--- config.mk ---
export PLATFORM = sky130hd
export DESIGN_NAME = caw_top
export DESIGN_NICKNAME = d
export VERILOG_FILES = /design/src/core/caw_pkg.sv /design/src/core/caw_timebase.sv /design/src/core/caw_top.sv
export SDC_FILE = /design/constraint.sdc
export NUM_CORES = 1
export LEC_CHECK = 0
export BUFFER_PORTS_ARGS = -buffer_cell sky130_fd_sc_hd__clkbuf_2
export CAP_MARGIN = 20
export CORE_ASPECT_RATIO = 1.1
export CORE_MARGIN = 3
export CORE_UTILIZATION = 45
export CTS_CLUSTER_DIAMETER = 40
export DETAILED_ROUTE_END_ITERATION = 6
export GPL_ROUTABILITY_DRIVEN = 0
export GPL_TIMING_DRIVEN = 0
export PLACE_DENSITY = 0.78
export SLEW_MARGIN = 0
export SYNTH_ARGS = -nofsm -noshare
export SYNTH_HDL_FRONTEND = slang
export SYNTH_SLANG_ARGS = --single-unit
--- constraint.sdc ---
create_clock -name i_core_clk -period 2.5 [get_ports i_core_clk]
set_input_delay 0.375 -clock i_core_clk [delete_from_list [all_inputs] [get_ports i_core_clk]]
set_output_delay 0.375 -clock i_core_clk [all_outputs]
set_load 0.05 [all_outputs]
--- src/core/caw_pkg.sv ---
// Constants for the counter array watchdog block
// Behaviour
// RL1 - Watchdog reset when low byte overflows while high byte equals compare high
// RL2 - Writing one to module 4 flag while watchdog enabled forces a reset
// RL3 - Timebase select and idle suspend frozen while watchdog enabled
// RL4 - Watchdog active when enable bit or lock bit is set
// RL5 - Lock holds watchdog on until reset; unlocked, clearing enable disables it
// RL6 - Reset: watchdog on, timebase clock/12, low byte and offset zero
// RL7 - Software sequence: disable, timebase, offset, idle, enable, lock, reload
// RL8 - Overflow flag set on 16-bit wrap, gated to interrupt, software clears
// RL9 - Run control bit 6 of control stops or starts the counter
// RL10 - Unused control bit 5 and mode bit 4 read zero, ignore writes
// RL11 - Five module flags set on match or capture, interrupt when enabled
// RL12 - Idle suspend bit 7 halts all array operation during processor idle; here only the timebase and counter halt, module flags still set
// RL13 - Enable bit 6 of mode dedicates module 4 to the watchdog
// RL14 - Timebase 000 clk/12, 001 clk/4, 010 timer 0, 011 falling count input
// RL15 - Timebase 100 clock, 101 external oscillator/8, 110 and 111 reserved
// RL16 - Overflow interrupt enable bit 0 of mode gates overflow interrupt
// RL17 - Mode register modifications ignored while watchdog enable bit is one; the enable and lock bits still take writes here
// RL18 - Compare high write while running loads high byte plus reload offset
// RL19 - Watchdog enabled forces counter running and blocks counter byte writes
// RL20 - One interrupt output: any control flag set with its enable set
package caw_pkg;
   // Register indices; byte address is four times the index
   localparam logic [7:0] IDX_CONTROL  = 8'hD8;
   localparam logic [7:0] IDX_MODE     = 8'hD9;
   localparam logic [7:0] IDX_CNT_LO   = 8'hF9;
   localparam logic [7:0] IDX_CNT_HI   = 8'hFA;
   localparam logic [7:0] IDX_OFFSET   = 8'hFD;
   localparam logic [7:0] IDX_CMP_HI   = 8'hFE;
   localparam int         ADR_W        = 10;
   // Control register fields
   localparam int         CTL_OVF      = 7;
   localparam int         CTL_RUN      = 6;
   localparam int         CTL_M4       = 4;
   localparam int         NUM_MOD      = 5;
   // Mode register fields
   localparam int         MD_IDLE      = 7;
   localparam int         MD_WDE       = 6;
   localparam int         MD_LOCK      = 5;
   localparam int         MD_TB_LSB    = 1;
   localparam int         MD_OVF_IE    = 0;
   // Reset values
   localparam logic [7:0] RST_CONTROL  = 8'h00;
   localparam logic [7:0] RST_MODE     = 8'h40;
   localparam logic [7:0] RST_BYTE     = 8'h00;
   // Timebase encodings and dividers
   localparam logic [2:0] TB_DIV12     = 3'h0;
   localparam logic [2:0] TB_DIV4      = 3'h1;
   localparam logic [2:0] TB_TIMER0    = 3'h2;
   localparam logic [2:0] TB_EXT_IN    = 3'h3;
   localparam logic [2:0] TB_SYSTEM_CLOCK    = 3'h4;
   localparam logic [2:0] TB_OSC_DIV8  = 3'h5;
   localparam logic [3:0] DIV12_LAST   = 4'hB;
   localparam logic [1:0] DIV4_LAST    = 2'h3;
   localparam logic [2:0] OSC_LAST     = 3'h7;
endpackage : caw_pkg

--- src/core/caw_timebase.sv ---
// Counter clock source selection for the counter array
`timescale 1ns/1ns
`default_nettype none
module caw_timebase (
   input  wire logic       i_core_clk,
   input  wire logic       i_arst_n,
   input  wire logic [2:0] i_sel,
   input  wire logic       i_hold,
   input  wire logic       i_timer0_ovf,
   input  wire logic       i_ext_count,
   input  wire logic       i_ext_osc,
   output logic            o_tick
);
   logic [3:0] div12_q, div12_d;
   logic [1:0] div4_q,  div4_d;
   logic [2:0] osc_q,   osc_d;
   logic       ext_q,   ext_d;
   logic       oscp_q,  oscp_d;
   logic       osc_edge;

   always_comb begin
      div12_d  = div12_q;
      div4_d   = div4_q;
      osc_d    = osc_q;
      ext_d    = i_ext_count;
      oscp_d   = i_ext_osc;
      osc_edge = i_ext_osc & ~oscp_q;
      // Dividers freeze while suspended so no partial period is lost
      if (!i_hold) begin
         div12_d = (div12_q == caw_pkg::DIV12_LAST) ? 4'h0 : div12_q + 4'h1;
         div4_d  = div4_q + 2'h1;
         if (osc_edge) begin
            osc_d = osc_q + 3'h1;
         end
      end
      o_tick = 1'b0;
      case (i_sel) // see RL14 see RL15
         caw_pkg::TB_DIV12:    o_tick = (div12_q == caw_pkg::DIV12_LAST);
         caw_pkg::TB_DIV4:     o_tick = (div4_q == caw_pkg::DIV4_LAST);
         caw_pkg::TB_TIMER0:   o_tick = i_timer0_ovf;
         caw_pkg::TB_EXT_IN:   o_tick = ext_q & ~i_ext_count;
         caw_pkg::TB_SYSTEM_CLOCK:   o_tick = 1'b1;
         caw_pkg::TB_OSC_DIV8: o_tick = osc_edge & (osc_q == caw_pkg::OSC_LAST);
         default:              o_tick = 1'b0;
      endcase
      if (i_hold) begin
         o_tick = 1'b0;
      end
   end

   always_ff @(posedge i_core_clk or negedge i_arst_n) begin
      if (!i_arst_n) begin
         div12_q <= 4'h0;
         div4_q  <= 2'h0;
         osc_q   <= 3'h0;
         ext_q   <= 1'b1;
         oscp_q  <= 1'b0;
      end else begin
         div12_q <= div12_d;
         div4_q  <= div4_d;
         osc_q   <= osc_d;
         ext_q   <= ext_d;
         oscp_q  <= oscp_d;
      end
   end
endmodule : caw_timebase
`default_nettype wire

--- src/core/caw_top.sv ---
// Counter array core with module 4 watchdog and Wishbone register access
//
// The Wishbone register port was left to the implementer.
`timescale 1ns/1ns
`default_nettype none
module caw_top (
   input  wire logic                      i_core_clk,
   input  wire logic                      i_arst_n,
   // Wishbone classic slave
   input  wire logic                      i_wb_cyc,
   input  wire logic                      i_wb_stb,
   input  wire logic                      i_wb_we,
   input  wire logic [caw_pkg::ADR_W-1:0] i_wb_adr,
   input  wire logic [3:0]                i_wb_sel,
   input  wire logic [31:0]               i_wb_dat,
   output logic      [31:0]               o_wb_dat,
   output logic                           o_wb_ack,
   // Array environment
   input  wire logic                      i_cpu_idle,
   input  wire logic                      i_timer0_ovf,
   input  wire logic                      i_ext_count,
   input  wire logic                      i_ext_osc,
   input  wire logic [caw_pkg::NUM_MOD-1:0] i_module_event,
   input  wire logic [caw_pkg::NUM_MOD-1:0] i_module_irq_en,
   output logic                           o_irq,
   output logic                           o_wdt_reset
);
   // ------------------------------------------------------------
   // Address decode helpers
   // ------------------------------------------------------------
   function automatic logic hit(input logic [caw_pkg::ADR_W-1:0] adr,
                                input logic [7:0]                idx);
      hit = (adr[caw_pkg::ADR_W-1:2] == idx);
   endfunction : hit

   // ------------------------------------------------------------
   // State
   // ------------------------------------------------------------
   logic        ack_q,    ack_d;
   logic [31:0] rdat_q,   rdat_d;
   logic        irq_q,    irq_d;
   logic        wrst_q,   wrst_d;
   logic        ovf_q,    ovf_d;
   logic        run_q,    run_d;
   logic [4:0]  mflag_q,  mflag_d;
   logic        idle_q,   idle_d;
   logic        wde_q,    wde_d;
   logic        lock_q,   lock_d;
   logic [2:0]  tb_q,     tb_d;
   logic        ovfie_q,  ovfie_d;
   logic [15:0] cnt_q,    cnt_d;
   logic [7:0]  offs_q,   offs_d;
   logic [7:0]  cmph_q,   cmph_d;

   logic        wd_on;
   logic        wr_go;
   logic        hold;
   logic        tick;
   logic        inc;
   logic        lo_wrap;
   logic [7:0]  wbyte;
   logic [7:0]  ctl_rd;
   logic [7:0]  mode_rd;

   // ------------------------------------------------------------
   // Timebase
   // ------------------------------------------------------------
   caw_timebase u_timebase (
      .i_core_clk   (i_core_clk),
      .i_arst_n     (i_arst_n),
      .i_sel        (tb_q),
      .i_hold       (hold),
      .i_timer0_ovf (i_timer0_ovf),
      .i_ext_count  (i_ext_count),
      .i_ext_osc    (i_ext_osc),
      .o_tick       (tick)
   );

   // ------------------------------------------------------------
   // Shared combinational terms
   // ------------------------------------------------------------
   always_comb begin
      wd_on   = wde_q | lock_q; // see RL4 see RL13
      hold    = i_cpu_idle & idle_q; // see RL12
      inc     = tick & (run_q | wd_on); // see RL9 see RL19
      lo_wrap = inc & (cnt_q[7:0] == 8'hFF);
      wbyte   = i_wb_dat[7:0];
      // Writes commit on the edge where the master sees ack
      wr_go   = i_wb_cyc & i_wb_stb & i_wb_we & ack_q & i_wb_sel[0];
      ctl_rd  = {ovf_q, run_q, 1'b0, mflag_q}; // see RL10
      mode_rd = {idle_q, wde_q, lock_q, 1'b0, tb_q, ovfie_q}; // see RL10
   end

   // ------------------------------------------------------------
   // Bus slave: one wait state, unmapped reads return zero
   // ------------------------------------------------------------
   always_comb begin
      ack_d  = i_wb_cyc & i_wb_stb & ~ack_q;
      rdat_d = rdat_q;
      if (ack_d) begin
         rdat_d = 32'h0000_0000;
         if (hit(i_wb_adr, caw_pkg::IDX_CONTROL)) begin
            rdat_d[7:0] = ctl_rd;
         end else if (hit(i_wb_adr, caw_pkg::IDX_MODE)) begin
            rdat_d[7:0] = mode_rd;
         end else if (hit(i_wb_adr, caw_pkg::IDX_CNT_LO)) begin
            rdat_d[7:0] = cnt_q[7:0];
         end else if (hit(i_wb_adr, caw_pkg::IDX_CNT_HI)) begin
            rdat_d[7:0] = cnt_q[15:8];
         end else if (hit(i_wb_adr, caw_pkg::IDX_OFFSET)) begin
            rdat_d[7:0] = offs_q;
         end else if (hit(i_wb_adr, caw_pkg::IDX_CMP_HI)) begin
            rdat_d[7:0] = cmph_q;
         end
      end
   end

   always_ff @(posedge i_core_clk or negedge i_arst_n) begin
      if (!i_arst_n) begin
         ack_q  <= 1'b0;
         rdat_q <= 32'h0000_0000;
      end else begin
         ack_q  <= ack_d;
         rdat_q <= rdat_d;
      end
   end

   // ------------------------------------------------------------
   // Control register and flags
   // ------------------------------------------------------------
   always_comb begin
      ovf_d   = ovf_q;
      run_d   = run_q;
      mflag_d = mflag_q;
      if (wr_go && hit(i_wb_adr, caw_pkg::IDX_CONTROL)) begin
         ovf_d   = wbyte[caw_pkg::CTL_OVF];
         run_d   = wbyte[caw_pkg::CTL_RUN]; // see RL9
         mflag_d = wbyte[caw_pkg::NUM_MOD-1:0];
      end
      // Hardware set beats a same-cycle software clear
      if (inc && cnt_q == 16'hFFFF) begin
         ovf_d = 1'b1; // see RL8
      end
      for (int m = 0; m < caw_pkg::NUM_MOD; m++) begin
         // Module 4 events belong to the watchdog while it runs
         if (i_module_event[m] && !(m == caw_pkg::CTL_M4 && wd_on)) begin
            mflag_d[m] = 1'b1; // see RL11
         end
      end
   end

   always_ff @(posedge i_core_clk or negedge i_arst_n) begin
      if (!i_arst_n) begin
         ovf_q   <= caw_pkg::RST_CONTROL[caw_pkg::CTL_OVF];
         run_q   <= caw_pkg::RST_CONTROL[caw_pkg::CTL_RUN];
         mflag_q <= caw_pkg::RST_CONTROL[caw_pkg::NUM_MOD-1:0];
      end else begin
         ovf_q   <= ovf_d;
         run_q   <= run_d;
         mflag_q <= mflag_d;
      end
   end

   // ------------------------------------------------------------
   // Mode register
   // ------------------------------------------------------------
   always_comb begin
      idle_d  = idle_q;
      wde_d   = wde_q;
      lock_d  = lock_q;
      tb_d    = tb_q;
      ovfie_d = ovfie_q;
      if (wr_go && hit(i_wb_adr, caw_pkg::IDX_MODE)) begin
         // Only the enable and lock bits stay writable while running
         if (!wd_on) begin // see RL17 see RL3
            idle_d  = wbyte[caw_pkg::MD_IDLE];
            tb_d    = wbyte[caw_pkg::MD_TB_LSB +: 3];
            ovfie_d = wbyte[caw_pkg::MD_OVF_IE];
         end
         wde_d  = wbyte[caw_pkg::MD_WDE]; // see RL5
         // Lock only sets; it clears on system reset alone
         lock_d = lock_q | wbyte[caw_pkg::MD_LOCK]; // see RL5
      end
   end

   always_ff @(posedge i_core_clk or negedge i_arst_n) begin
      if (!i_arst_n) begin
         idle_q  <= caw_pkg::RST_MODE[caw_pkg::MD_IDLE];
         wde_q   <= caw_pkg::RST_MODE[caw_pkg::MD_WDE]; // see RL6
         lock_q  <= caw_pkg::RST_MODE[caw_pkg::MD_LOCK];
         tb_q    <= caw_pkg::RST_MODE[caw_pkg::MD_TB_LSB +: 3];
         ovfie_q <= caw_pkg::RST_MODE[caw_pkg::MD_OVF_IE];
      end else begin
         idle_q  <= idle_d;
         wde_q   <= wde_d;
         lock_q  <= lock_d;
         tb_q    <= tb_d;
         ovfie_q <= ovfie_d;
      end
   end

   // ------------------------------------------------------------
   // Counter, reload offset and watchdog compare
   // ------------------------------------------------------------
   always_comb begin
      cnt_d  = cnt_q;
      offs_d = offs_q;
      cmph_d = cmph_q;
      if (inc) begin
         cnt_d = cnt_q + 16'h0001;
      end
      if (wr_go && !wd_on) begin // see RL19
         if (hit(i_wb_adr, caw_pkg::IDX_CNT_LO)) begin
            cnt_d[7:0] = wbyte;
         end else if (hit(i_wb_adr, caw_pkg::IDX_CNT_HI)) begin
            cnt_d[15:8] = wbyte;
         end
      end
      if (wr_go && hit(i_wb_adr, caw_pkg::IDX_OFFSET)) begin
         offs_d = wbyte;
      end
      if (wr_go && hit(i_wb_adr, caw_pkg::IDX_CMP_HI)) begin
         // Any value reloads while the watchdog runs: deadline moves to high byte plus offset
         cmph_d = wd_on ? cnt_q[15:8] + offs_q : wbyte; // see RL18
      end
   end

   always_ff @(posedge i_core_clk or negedge i_arst_n) begin
      if (!i_arst_n) begin
         cnt_q  <= {caw_pkg::RST_BYTE, caw_pkg::RST_BYTE}; // see RL6
         offs_q <= caw_pkg::RST_BYTE;
         cmph_q <= caw_pkg::RST_BYTE;
      end else begin
         cnt_q  <= cnt_d;
         offs_q <= offs_d;
         cmph_q <= cmph_d;
      end
   end

   // ------------------------------------------------------------
   // Watchdog reset and interrupt outputs
   // ------------------------------------------------------------
   always_comb begin
      wrst_d = 1'b0;
      if (wd_on && lo_wrap && cnt_q[15:8] == cmph_q) begin
         wrst_d = 1'b1; // see RL1
      end
      if (wd_on && wr_go && hit(i_wb_adr, caw_pkg::IDX_CONTROL)
          && wbyte[caw_pkg::CTL_M4]) begin
         wrst_d = 1'b1; // see RL2
      end
      // Level request; stays while any enabled flag stays set
      irq_d = (ovf_q & ovfie_q) | (|(mflag_q & i_module_irq_en)); // see RL16 see RL20
   end

   always_ff @(posedge i_core_clk or negedge i_arst_n) begin
      if (!i_arst_n) begin
         wrst_q <= 1'b0;
         irq_q  <= 1'b0;
      end else begin
         wrst_q <= wrst_d;
         irq_q  <= irq_d;
      end
   end

   assign o_wb_ack    = ack_q;
   assign o_wb_dat    = rdat_q;
   assign o_irq       = irq_q;
   assign o_wdt_reset = wrst_q;
endmodule : caw_top
`default_nettype wire

==> impl_metrics.prom <==
# TYPE chip_impl_metric gauge
chip_impl_metric{name="grt_pass1_wl",unit="mm"} 17.32
chip_impl_info{name="synth_top_family_by_area",value="compound AO/OA/AOI/OAI gates"} 1
chip_impl_metric{name="min_period",unit="ns"} 2.254
chip_impl_metric{name="irDropWorstVdd",unit="uV"} 317.3
chip_impl_info{name="buffer_cell_driving_the_clock_tree_root",value="sky130_fd_sc_hd__clkbuf_8"} 1
chip_impl_metric{name="clock-skew-final",unit="ns"} 0.01110
chip_impl_metric{name="htree_levels",unit=""} 3
chip_impl_metric{name="synth.ff_latch_count",unit=""} 68
chip_impl_info{name="kind_of_cell_adding_the_most_delay_to_the_critical_path",value="compound AO/OA/AOI/OAI gates"} 1
chip_impl_metric{name="postRouteAntennaNets",unit=""} 0
chip_impl_metric{name="wl",unit="mm"} 10.66
chip_impl_metric{name="fmax",unit="MHz"} 443.7
chip_impl_metric{name="async_flop_share",unit=""} 1.000
chip_impl_metric{name="slowest_delay",unit="ns"} 0.47
chip_impl_info{name="start_kind",value="flip-flop"} 1
chip_impl_metric{name="postCtsSetupRepairBufs",unit=""} 0
chip_impl_metric{name="numClockSinks",unit=""} 68
chip_impl_metric{name="synth_cell_types",unit=""} 59
chip_impl_metric{name="synth_enable_flop_cells",unit=""} 0
chip_impl_metric{name="post-synth-top-area-fraction",unit=""} 0.3934
chip_impl_metric{name="area_growth",unit="%"} 16.36
chip_impl_info{name="hold_path.class",value="input port to flip-flop"} 1
chip_impl_metric{name="num_io_pins",unit=""} 100
chip_impl_metric{name="summed_instance_area_of_the_synthesized_netlist",unit="mm^2"} 0.004198
chip_impl_metric{name="cts_inserted_buffers",unit=""} 9
chip_impl_metric{name="floorplan.rows",unit=""} 36
chip_impl_metric{name="io_buffers",unit=""} 44
chip_impl_metric{name="maxSlewViolCount",unit=""} 0
chip_impl_metric{name="grt.overflow.total",unit=""} 0
chip_impl_metric{name="crit_fanout",unit=""} 6
chip_impl_metric{name="synth_compound_area_frac",unit=""} 0.1762
chip_impl_info{name="tritoncts",value="yes"} 1
chip_impl_metric{name="max-cap-violations",unit=""} 0
chip_impl_info{name="top_cell_type_by_total_area_after_synthesis",value="sky130_fd_sc_hd__dfrtp_1"} 1
chip_impl_metric{name="die_x",unit="um"} 98.09
chip_impl_metric{name="antenna_cells",unit=""} 0
chip_impl_metric{name="seq_area_frac_synth",unit=""} 0.4060
chip_impl_info{name="timing.critical_path.to_type",value="flip-flop"} 1
chip_impl_metric{name="worst-endpoint-arrival",unit="ns"} 2.53
chip_impl_metric{name="fraction_of_layout_cells_with_a_size_suffix_above_1",unit=""} 0.2549
chip_impl_metric{name="leakage",unit="nW"} 2.267
chip_impl_metric{name="timing.critical_path.buf_inv",unit=""} 1
chip_impl_metric{name="synth.area.mux_share",unit=""} 0.07422
chip_impl_metric{name="antenna_violations_before_repair",unit=""} 0
chip_impl_metric{name="detailedRoute.firstPassIterationCount",unit=""} 4
chip_impl_metric{name="place_inst",unit=""} 611
chip_impl_info{name="most-common-layout-cells",value="sky130_fd_sc_hd__dfrtp_1 (65), sky130_fd_sc_hd__clkbuf_2 (45), sky130_fd_sc_hd__nor2_1 (36)"} 1
chip_impl_info{name="final_common_cell",value="sky130_fd_sc_hd__dfrtp_1"} 1
chip_impl_metric{name="fin_tns_setup",unit="ns"} 0
chip_impl_metric{name="fp.dieH",unit="um"} 107.3
chip_impl_metric{name="combined_global_route_utilization_of_all_metal_layers",unit=""} 0.2094
chip_impl_info{name="yosys-top-cells-area",value="sky130_fd_sc_hd__dfrtp_1 (39%), sky130_fd_sc_hd__mux2_2 (4.6%), sky130_fd_sc_hd__buf_4 (4.5%)"} 1
chip_impl_metric{name="report.final.hold_viol_count",unit=""} 0
chip_impl_metric{name="area_of_the_die",unit="mm^2"} 0.01052
chip_impl_metric{name="normalized_max_slew_margin",unit=""} 0.5600
chip_impl_info{name="synth_top_flop_cell",value="sky130_fd_sc_hd__dfrtp_1"} 1
chip_impl_metric{name="post_synth_fa_ha_maj_area_fraction",unit=""} 0.04054
chip_impl_metric{name="synthXorXnorAreaFrac",unit=""} 0.06051
chip_impl_metric{name="post_synth.cell_area_avg",unit="um^2"} 9.785
chip_impl_metric{name="dp.final_hpwl",unit="mm"} 8.107
chip_impl_metric{name="clk-insertion-delay-late",unit="ns"} 0.36
chip_impl_info{name="rsz0062_at_grt",value="no"} 1
chip_impl_info{name="cpMostUsedCell",value="sky130_fd_sc_hd__o21ai_0"} 1
chip_impl_metric{name="num-nets-final",unit=""} 587
chip_impl_metric{name="postSynthCellCount",unit=""} 429
chip_impl_metric{name="area.sequential",unit="mm^2"} 0.001705
chip_impl_info{name="setup.worst_path.class",value="flip-flop to flip-flop"} 1
chip_impl_metric{name="via_count",unit=""} 3540
chip_impl_metric{name="clock_transition_at_the_registers_of_the_reported_paths",unit="ns"} 0.08
chip_impl_metric{name="drt-initial-drc-count",unit=""} 253
chip_impl_metric{name="yosys.area_share.simple",unit=""} 0.1657
chip_impl_metric{name="finalSetupViolCount",unit=""} 0
chip_impl_info{name="status",value="completed"} 1
chip_impl_info{name="cp_cell_instances",value="ha_1 > inv_1 > fa_1 > nor2b_1 > o21ai_0 > a2111oi_0 > a211oi_1 > o21ai_0"} 1
chip_impl_metric{name="dr_drc_count",unit=""} 0
chip_impl_metric{name="power.density",unit="mW/mm^2"} 538.3
chip_impl_metric{name="wl_per_cell",unit="um"} 16.98
chip_impl_info{name="critical_path.slowest_cell",value="sky130_fd_sc_hd__dfrtp_2"} 1
chip_impl_metric{name="start_util",unit=""} 0.4683
chip_impl_metric{name="core",unit="mm^2"} 0.008964
chip_impl_metric{name="timing_worst_slew_pin_value",unit="ns"} 0.6599
chip_impl_metric{name="yosysWarningCount",unit=""} 0
chip_impl_metric{name="clockBufferDepth",unit=""} 2
chip_impl_metric{name="finish.cell_count_without_fillers",unit=""} 628
chip_impl_metric{name="via_count_of_the_first_global_routing_pass",unit=""} 3482
chip_impl_metric{name="cp.required",unit="ns"} 2.78
chip_impl_metric{name="grt_max_degree",unit=""} 42
chip_impl_metric{name="post-route-period-util",unit=""} 0.9015
chip_impl_metric{name="multi_input_gate_area",unit="mm^2"} 0.002261
chip_impl_metric{name="layout.filler_cells",unit=""} 811
chip_impl_metric{name="route.detailed.vias_per_inst",unit=""} 5.637
## registers in the layout, indices dropped and copies added (netlist names)
signal,cells
u_timebase.osc_q,3
u_timebase.ext_q,1
lock_q,1
o_wb_dat,8
wde_q,1
ovfie_q,1
o_wb_ack,1
run_q,1
o_wdt_reset,1
o_irq,1
u_timebase.oscp_q,1
cnt_q,16
u_timebase.div4_q,2
cmph_q,8
idle_q,1
tb_q,3
mflag_q,5
offs_q,8
u_timebase.div12_q,4
ovf_q,1
## worst paths after layout
kind,start,to,slack [ns],cells past startpoint
worst min-delay path,i_ext_count,u_timebase.ext_q,0.10,1
max in group asynchronous,i_arst_n,wde_q,1.38,3
worst min register to register,u_timebase.osc_q[0],u_timebase.osc_q[0],0.50,1
worst max-delay path,cnt_q[8],cmph_q[6],0.25,8
worst max register to register,cnt_q[8],cmph_q[6],0.25,8
min in group asynchronous,i_arst_n,u_timebase.osc_q[0],0.50,2
## what timing repair did
| action | in CTS | in global routing |
|---|---|---|
| resized for setup | 0 | 1 |
| endpoints found under the hold margin | 26 | 0 |
| hold buffers | 1 | 0 |
| endpoints found under the setup margin | 0 | 1 |
## Yosys cell counts, drive strengths merged (9+ instances only)
| cell type | instances |
|---|---|
| clkbuf | 9 |
| dfrtp | 66 |
| mux2 | 17 |
| inv | 11 |
| a21oi | 33 |
| ha | 12 |
| a22oi | 10 |
| xor2 | 15 |
| mux2i | 12 |
| nor3 | 11 |
| xnor2 | 14 |
| o2111ai | 9 |
| nor2 | 36 |
| nand3 | 12 |
| buf | 36 |
| nand2 | 25 |
| o21ai | 13 |
## metal layers
layer | vias to the layer above | routed length [um] | global-route usage | share of wire
met5 | - | 0 | 0 | 0
met4 | 0 | 451 | 0.1286 | 0.042
met3 | 29 | 578 | 0.02981 | 0.054
met2 | 123 | 5380 | 0.3531 | 0.50
met1 | 1717 | 4253 | 0.2528 | 0.40
li1 | 1671 | - | - | -
## kinds of logic after synthesis
kind of cell               after synthesis
muxes                                   29
other                                    1
buffers and inverters                   56
and+or+nand+nor                        126
xor gates and xnor gates                29
DFF                                     68
adders and majority gates               13
AOI/OAI and AO/OA                      107
## through the flow
step | power [mW] | hold slack [ns] | setup WS, ns | utilization | area (um^2)
final | 2.629 | 0.1001 | 0.2461 | 0.5449 | 4885
after global routing | 2.747 | 0.07666 | 0.09673 | 0.5449 | 4885
after CTS | 2.643 | 0.09401 | 0.2194 | 0.5448 | 4883
after detailed placement | 1.696 | 0.3571 | 0.2428 | 0.5209 | 4669
after global placement | 1.662 | 0.4554 | 0.3130 | 0.5184 | 4647
after floorplan | 1.554 | 0.07941 | 0.4201 | - | 4284
## cell type report
cell class,count,area share
Buffer,45,0.05686
Clock buffer,9,0.02536
Clock inverter,7,0.01639
Inverter,11,0.008453
Multi-Input combinational cell,328,0.4629
Sequential cell,68,0.3491
Tap cell,114,0.02920
Timing Repair Buffer,46,0.05174
## power by group
| group | switching, mW | leakage [nW] | internal [mW] |
|---|---|---|---|
| Sequential | 0.0609 | 0.855 | 1.17 |
| Clock | 0.485 | 0.0973 | 0.474 |
| Combinational | 0.287 | 1.31 | 0.149 |
No activity file was read; power rests on OpenSTA's default activity.
